$ cat config.mk
export PLATFORM = sky130hd
export DESIGN_NAME = sre_error_report
export DESIGN_NICKNAME = d
export VERILOG_FILES = /design/src/sre_pkg.sv /design/src/sre_error_report.sv /design/src/sre_sticky_flag.sv
export VERILOG_INCLUDE_DIRS = /design/src
export SDC_FILE = /design/constraint.sdc
export NUM_CORES = 1
export LEC_CHECK = 0
export ABC_CLOCK_PERIOD_IN_PS = 2850
export BUFFER_PORTS_ARGS = -buffer_cell sky130_fd_sc_hd__buf_2
export CORE_ASPECT_RATIO = 0.8
export CORE_MARGIN = 4
export CORE_UTILIZATION = 38
export DETAILED_ROUTE_END_ITERATION = 16
export SYNTH_ARGS = -nofsm -noshare
export SYNTH_HDL_FRONTEND = slang
export SYNTH_HIERARCHICAL = 1
export SYNTH_SLANG_ARGS = --single-unit
$ cat constraint.sdc
create_clock -name clk -period 2.85 [get_ports clk]
set_clock_uncertainty 0.15 [all_clocks]
set_input_delay 0.7125 -clock clk [delete_from_list [all_inputs] [get_ports clk]]
set_output_delay 0.7125 -clock clk [all_outputs]
set_load 0.05 [all_outputs]
$ cat src/sre_defines.svh
// Offsets, field positions and reset values of the error-reporting enables.
// Included by the package user files; holds definitions only.
`ifndef SRE_DEFINES_SVH
`define SRE_DEFINES_SVH

`define SRE_FUNC_NUM        3'h0
`define SRE_OFF_ENABLE      8'h90
`define SRE_OFF_MEM_FLAGS   8'h91
`define SRE_OFF_GFX_FLAGS   8'h92
`define SRE_ENABLE_RESET    8'h00
`define SRE_ENABLE_WMASK    8'hFB

`define SRE_EN_OUT_APER     7
`define SRE_EN_NO_TARGET    6
`define SRE_EN_BAD_XLAT     5
`define SRE_EN_TGT_ABORT    4
`define SRE_EN_PARITY       3
`define SRE_EN_RESERVED     2
`define SRE_EN_MULTIBIT     1
`define SRE_EN_SINGLEBIT    0

`define SRE_GFX_OUT_APER    2
`define SRE_GFX_NO_TARGET   1
`define SRE_GFX_BAD_XLAT    0
`define SRE_MEM_MULTI_FLAG  4
`define SRE_MEM_SINGLE_FLAG 0

`endif

$ cat src/sre_pkg.sv
// Types shared by the error-reporting enable block.
// Assumes the defines header supplies all numbers.
package sre_pkg;

  typedef struct packed {
    logic       wr;
    logic       rd;
    logic [2:0] func;
    logic [7:0] addr;
    logic [7:0] wdata;
  } sre_cfg_req_t;

  typedef struct packed {
    logic       ack;
    logic [7:0] rdata;
  } sre_cfg_rsp_t;

  typedef struct packed {
    logic        valid;
    logic        enhanced;
    logic [35:0] addr;
  } sre_gfx_req_t;

  typedef struct packed {
    logic       multi_ev;
    logic [2:0] multi_row;
    logic       single_ev;
    logic [2:0] single_row;
  } sre_dram_ev_t;

endpackage

$ cat src/sre_error_report.sv
// System error reporting: enable register, error flags, open-drain error pin.
// Assumes config requests and event pulses come from host-clock logic;
// parity pins arrive asynchronously and are synchronised here.
//
// How it works
// - Enable register at 90h, resets 00h
// - Pin driven only with command enable set
// - Out-of-aperture flag rise raises error
// - Unroutable request sets flag, raises error
// - Bit 6 clear: no unroutable report
// - Decode ignores address bits 35 to 32
// - Invalid translation entry sets flag, raises error
// - Target abort raises error when enabled
// - Sampled parity error raises error
// - Multi-bit or memory parity raises error
// - Single-bit ECC error raises error
// - Flags report only on zero-to-one transition, or on a one written to a clear multi-bit flag
// - ECC flags write-one-clear, unlocking row fields
`include "sre_defines.svh"
`timescale 1ns/1ns
module sre_error_report (
  input  wire logic                  clk,
  input  wire logic                  nrst,
  input  wire sre_pkg::sre_cfg_req_t cfg_req,
  output sre_pkg::sre_cfg_rsp_t      cfg_rsp,
  input  wire logic                  pci_serr_enable,
  input  wire logic [31:0]           mem_top,
  input  wire logic [31:0]           aper_base,
  input  wire logic [31:0]           aper_size,
  input  wire sre_pkg::sre_gfx_req_t gfx_req,
  input  wire logic                  gfx_out_aper_ev,
  input  wire logic                  bad_xlat_ev,
  input  wire logic                  tabort_pci_ev,
  input  wire logic                  tabort_gfx_ev,
  input  wire logic                  perr_n,
  input  wire logic                  gperr_n,
  input  wire sre_pkg::sre_dram_ev_t dram_ev,
  output logic                       serr_o,
  output logic                       serr_oe
);
  import sre_pkg::*;

  logic [7:0] enable_reg;
  logic [2:0] multi_row_reg;
  logic [2:0] single_row_reg;
  logic [1:0] perr_sync_reg;
  logic [1:0] gperr_sync_reg;
  logic       perr_prev_reg;
  logic       gperr_prev_reg;
  logic       serr_oe_reg;
  logic       ack_reg;
  logic [7:0] rdata_reg;
  logic [4:0] flag_set;
  logic [4:0] flag_clr;
  logic [4:0] flag_q;
  logic [4:0] flag_rise;
  logic [4:0] flag_en;

  // Flag order: 0 bad xlat, 1 no target, 2 out of aperture, 3 single, 4 multi
  wire sel_fn     = (cfg_req.func == `SRE_FUNC_NUM);
  wire hit_enable = sel_fn && (cfg_req.addr == `SRE_OFF_ENABLE);
  wire hit_mem    = sel_fn && (cfg_req.addr == `SRE_OFF_MEM_FLAGS);
  wire hit_gfx    = sel_fn && (cfg_req.addr == `SRE_OFF_GFX_FLAGS);
  wire wr_enable  = cfg_req.wr && hit_enable;
  wire wr_mem     = cfg_req.wr && hit_mem;
  wire wr_gfx     = cfg_req.wr && hit_gfx;

  // Only the low 4 GB alias is decoded; upper bits never reach the compare
  wire [31:0] alias_addr  = gfx_req.addr[31:0];
  wire        in_mem      = alias_addr < mem_top;
  wire [32:0] aper_end    = {1'b0, aper_base} + {1'b0, aper_size};
  wire        in_aper     = (alias_addr >= aper_base) && ({1'b0, alias_addr} < aper_end);
  wire        no_target   = gfx_req.valid && gfx_req.enhanced && !in_mem && !in_aper;

  assign flag_set[`SRE_GFX_BAD_XLAT]  = bad_xlat_ev && enable_reg[`SRE_EN_BAD_XLAT];
  assign flag_set[`SRE_GFX_NO_TARGET] = no_target &&
                                        enable_reg[`SRE_EN_NO_TARGET];
  assign flag_set[`SRE_GFX_OUT_APER]  = gfx_out_aper_ev;
  assign flag_set[3]                  = dram_ev.single_ev;
  assign flag_set[4]                  = dram_ev.multi_ev;
  assign flag_clr[2:0] = {3{wr_gfx}} & cfg_req.wdata[2:0];
  assign flag_clr[3]   = wr_mem && cfg_req.wdata[`SRE_MEM_SINGLE_FLAG];
  assign flag_clr[4]   = wr_mem && cfg_req.wdata[`SRE_MEM_MULTI_FLAG];
  assign flag_en = {enable_reg[`SRE_EN_MULTIBIT], enable_reg[`SRE_EN_SINGLEBIT],
                    enable_reg[`SRE_EN_OUT_APER], enable_reg[`SRE_EN_NO_TARGET],
                    enable_reg[`SRE_EN_BAD_XLAT]};

  genvar gi;
  generate
    for (gi = 0; gi < 5; gi++) begin : g_flag
      sre_sticky_flag u_flag (
        .clk      (clk),
        .nrst     (nrst),
        .set      (flag_set[gi]),
        .clr      (flag_clr[gi]),
        .flag_reg (flag_q[gi]),
        .rise     (flag_rise[gi])
      );
    end
  endgenerate

  // Parity pins: two stages, then an assertion edge so a held pin reports once
  wire perr_ev   = perr_sync_reg[1] && !perr_prev_reg;
  wire gperr_ev  = gperr_sync_reg[1] && !gperr_prev_reg;
  // Writing one to a clear multi-bit flag still reports, matching the flag's quirk
  wire multi_w1z = wr_mem && cfg_req.wdata[`SRE_MEM_MULTI_FLAG] && !flag_q[4];

  wire flag_req   = |(flag_rise & flag_en);
  wire abort_req  = (tabort_pci_ev || tabort_gfx_ev) && enable_reg[`SRE_EN_TGT_ABORT];
  wire parity_req = (perr_ev || gperr_ev) && enable_reg[`SRE_EN_PARITY];
  wire multi_req  = multi_w1z && enable_reg[`SRE_EN_MULTIBIT];
  wire serr_req   = flag_req || abort_req || parity_req || multi_req;
  wire serr_next  = serr_req && pci_serr_enable;

  wire [7:0] enable_next = cfg_req.wdata & `SRE_ENABLE_WMASK;
  wire [7:0] mem_view    = {multi_row_reg, flag_q[4], single_row_reg, flag_q[3]};
  wire [7:0] gfx_view    = {5'h00, flag_q[2:0]};
  wire [7:0] rdata_next  = hit_enable ? enable_reg :
                           hit_mem    ? mem_view   :
                           hit_gfx    ? gfx_view   : 8'h00;

  always_ff @(posedge clk or negedge nrst) begin
    if (!nrst) enable_reg <= `SRE_ENABLE_RESET;
    else if (wr_enable) enable_reg <= enable_next;
  end

  // Row fields lock while their flag is set
  always_ff @(posedge clk or negedge nrst) begin
    if (!nrst) begin
      multi_row_reg  <= 3'h0;
      single_row_reg <= 3'h0;
    end else begin
      if (flag_rise[4]) multi_row_reg <= dram_ev.multi_row;
      if (flag_rise[3]) single_row_reg <= dram_ev.single_row;
    end
  end

  always_ff @(posedge clk or negedge nrst) begin
    if (!nrst) begin
      perr_sync_reg  <= 2'h0;
      gperr_sync_reg <= 2'h0;
      perr_prev_reg  <= 1'b0;
      gperr_prev_reg <= 1'b0;
    end else begin
      perr_sync_reg  <= {perr_sync_reg[0], ~perr_n};
      gperr_sync_reg <= {gperr_sync_reg[0], ~gperr_n};
      perr_prev_reg  <= perr_sync_reg[1];
      gperr_prev_reg <= gperr_sync_reg[1];
    end
  end

  always_ff @(posedge clk or negedge nrst) begin
    if (!nrst) serr_oe_reg <= 1'b0;
    else       serr_oe_reg <= serr_next;
  end

  always_ff @(posedge clk or negedge nrst) begin
    if (!nrst) begin
      ack_reg   <= 1'b0;
      rdata_reg <= 8'h00;
    end else begin
      ack_reg   <= cfg_req.rd || cfg_req.wr;
      rdata_reg <= cfg_req.rd ? rdata_next : 8'h00;
    end
  end

  // Open drain: level is always low, enable carries the pulse
  assign serr_o        = 1'b0;
  assign serr_oe       = serr_oe_reg;
  assign cfg_rsp.ack   = ack_reg;
  assign cfg_rsp.rdata = rdata_reg;
endmodule // sre_error_report

$ cat src/sre_sticky_flag.sv
// One status flag: set by hardware, cleared by writing one.
// Assumes set and clear come from logic on clk.
`timescale 1ns/1ns
module sre_sticky_flag (
  input  wire logic clk,
  input  wire logic nrst,
  input  wire logic set,
  input  wire logic clr,
  output logic      flag_reg,
  output logic      rise
);
  logic flag_next;

  // Set beats a clear in the same cycle so no event is lost
  assign flag_next = set | (flag_reg & ~clr);
  assign rise      = set & ~flag_reg;

  always_ff @(posedge clk or negedge nrst) begin
    if (!nrst) flag_reg <= 1'b0;
    else       flag_reg <= flag_next;
  end
endmodule // sre_sticky_flag

==> out/qor.yml <==
job:
  max-cap-violations: 0
timing:
  relSlewSlack_pct: 50.4
  whs_ns: 0.199
  hold_viol_final: 0
  rsz0062_at_grt: "true"
  slew_violations: 0
  finalSetupViolCount: 2
  fin_ws_ns: -2.00
  min_period_ns: 4.85
  worst_pin_slew_ns: 0.744
  finalCritPeriodShare_pct: 170
  timing.fmax_mhz: 206
logic_synthesis:
  synthMuxAreaShare_pct: 4.12
  synthAdderAreaFrac_pct: 30.4
  synth-xor-area-share_pct: 4.67
  synth_top_family_by_area: "adder cells"
  ys_ff_latch: 34
  synthFlopType: "dfrtp_1"
  synthesis.nets: 916
  synth_compound_area_share_pct: 24.8
  netlist_instances: 617
  avgSynthCellArea_sq_um: 8.51
  async_flop_share_pct: 100
  yosys_warnings: 6
  synth_edf_count: 0
  syn_area_sq_mm: 0.00525
  ys_types: 66
  synth_simple_gate_area_share_pct: 13.2
  synth-seq-area-share_pct: 16.2
power_and_ir_drop:
  vdd_ir_drop_max_mv: 0.416
  p_leak_nw: 4.43
  p_per_area_mw_per_mm2: 309
cells_and_area:
  largest_register_ffs: 8
  area_delta_synth_final_pct: 50.0
  layout_commonest_cell: "buf_2"
  layout_common_cells: "173 x buf_2, 148 x buf_4, 116 x ha_1, 84 x inv_1, 47 x a21o_1"
  diodes: 0
  utilization_pct: 58.1
  final_nets: 1246
  drive_above_1_share_pct: 41.6
floorplanning:
  initial_core_util_pct: 38.7
  die_area_sq_mm: 0.0158
  pin_count: 183
  die_x_um: 139
  core_sq_mm: 0.0136
  fp.dieH_um: 113
  row_count: 38
drt:
  vias: 5612
  post_drt_wl_per_cell_um: 15.2
  initialDrtViolationCount: 209
  ant_nets: 0
  drt-pass1-iter-count: 4
  wl_mm: 17.1
  drc: 0
  via_per_inst: 4.98
critical_path:
  required_ns: 2.90
  path_class: "in -> reg"
  rrSetupSlack_ns: 1.22
  cp.arrival_ns: 4.90
  cp-end-kind: "register"
  cp-start-kind: "input port"
  cp_max_fo: 3
cts:
  clock_path_buffers: 2
  cts_tree: "done"
  cts_root_buf: "clkbuf_16"
  cts_hold_buffers: 0
  path_clk_slew_ns: 0.05
  htreeDepth: 2
  cts.sinks: 34
  insertion_delay_ns: 0.27
  cts_buffers: 5
outcome:
  status: "complete, but fails checks"
  violations: "negative setup slack"
global_route:
  grt-ovfl-total: 0
  grt_pass1_vias: 5836
  grt_usage_pct: 20.8
  grt_max_degree: 35
  antenna_found_initial: 0
  grt_pass1_wl_mm: 27.3
hold_path:
  holdCritPathClass: "reg -> reg"
placement:
  dp_hpwl_mm: 15.1
  routabilityCongestion: 0.927
  port_buffers: 177
[power by group]
part           switching (W)  total (W)  internal (W)
Sequential        0.00000988   0.000511      0.000501
Combinational       0.000670    0.00139      0.000722
Clock               0.000188   0.000534      0.000346
Total               0.000868    0.00244       0.00157
[timing repair]
action	4_1_cts	5_1_grt
resized for setup	20	22
pin swaps	19	9
setup endpoints to repair	2	2
buffers inserted	5	4
[logic make-up (layout without fill, tap and decap cells)]
group                    after synthesis  after routing
multiplexers                          20             20
XOR/XNOR                              28             28
other                                  1              1
flip-flops                            34             34
buffers and inverters                 89            420
AO/OA/AOI/OAI                        183            183
adder cells (fa/ha/maj)              127            127
AND/OR/NAND/NOR                      135            135
[final cells by class]
cell class	count	area (sq um)
fillers	1264	5680
multi-input cells	494	4270
repair buffers	328	2060
flip-flops and latches	34	851
inverters	84	315
well taps	180	225
clock buffers	7	143
clock inverters	1	5.00
[cell usage after synthesis, types with 8 or more instances]
library cell,instances,area [sq um]
mux2_2,13,146
nor2b_1,12,75.1
nand4_1,11,68.8
inv_1,84,315
xnor2_1,17,149
dfrtp_1,34,851
nand2b_1,8,50.1
nand3_1,12,60.1
nor2_1,30,113
ha_1,126,1580
o21ai_0,23,115
a21o_1,47,353
xor2_1,11,96.3
a21oi_1,50,250
nand2_1,30,113
[per-layer routing]
layer	global-route usage, %	part of all wire [%]	vias up
met3	3.17	4.5	18
met2	36.2	47	116
met5	0	0	-
met4	4.11	1.3	0
met1	27.5	47	2583
li1	-	-	2895
[per-stage QoR]
step,power (W),setup TNS (ns),cells,area [sq um],setup WS [ns]
2_1_floorplan,0.00123,-3.05,617,5290,-1.69
3_3_place_gp,0.00177,-4.07,1111,7430,-2.16
3_5_place_dp,0.00181,-4.28,1111,7430,-2.28
4_1_cts,0.00240,-3.50,1124,7750,-1.84
5_1_grt,0.00263,-4.33,1128,7870,-2.23
6_report,0.00244,-3.89,1128,7870,-2.00
[worst paths after layout]
| kind | from | endpoint | cells past startpoint |
|---|---|---|---|
| setup / recovery | aper_size[1] | serr_oe | 26 |
| hold / removal | gperr_sync_reg[0] | gperr_sync_reg[1] | 0 |
| setup reg to reg | enable_reg[6] | serr_oe | 7 |
| hold reg to reg | gperr_sync_reg[0] | gperr_sync_reg[1] | 0 |
| max in group asynchronous | nrst | perr_sync_reg[0] | 1 |
| min in group asynchronous | nrst | single_row_reg[1] | 1 |
[worst max-delay path, stage by stage]
cell and delay, ns:
buf_4 0.12, buf_4 0.13, fa_2 0.39, a21oi_4 0.16
o211ai_2 0.13, a31oi_2 0.21, o41ai_2 0.13, buf_4 0.14
a21o_1 0.17, a21o_1 0.19, a21o_1 0.17, a21oi_2 0.13
xor2_1 0.10, ha_1 0.35, nand2_1 0.08, o221ai_2 0.21
a41oi_2 0.05, nor3_1 0.20, inv_1 0.06, a221o_1 0.30
a211oi_4 0.28, nor2b_4 0.20, a22oi_2 0.06, nand3_1 0.07
a21oi_1 0.04, a21boi_1 0.12
Note: power is estimated with default switching activity, not from simulation.
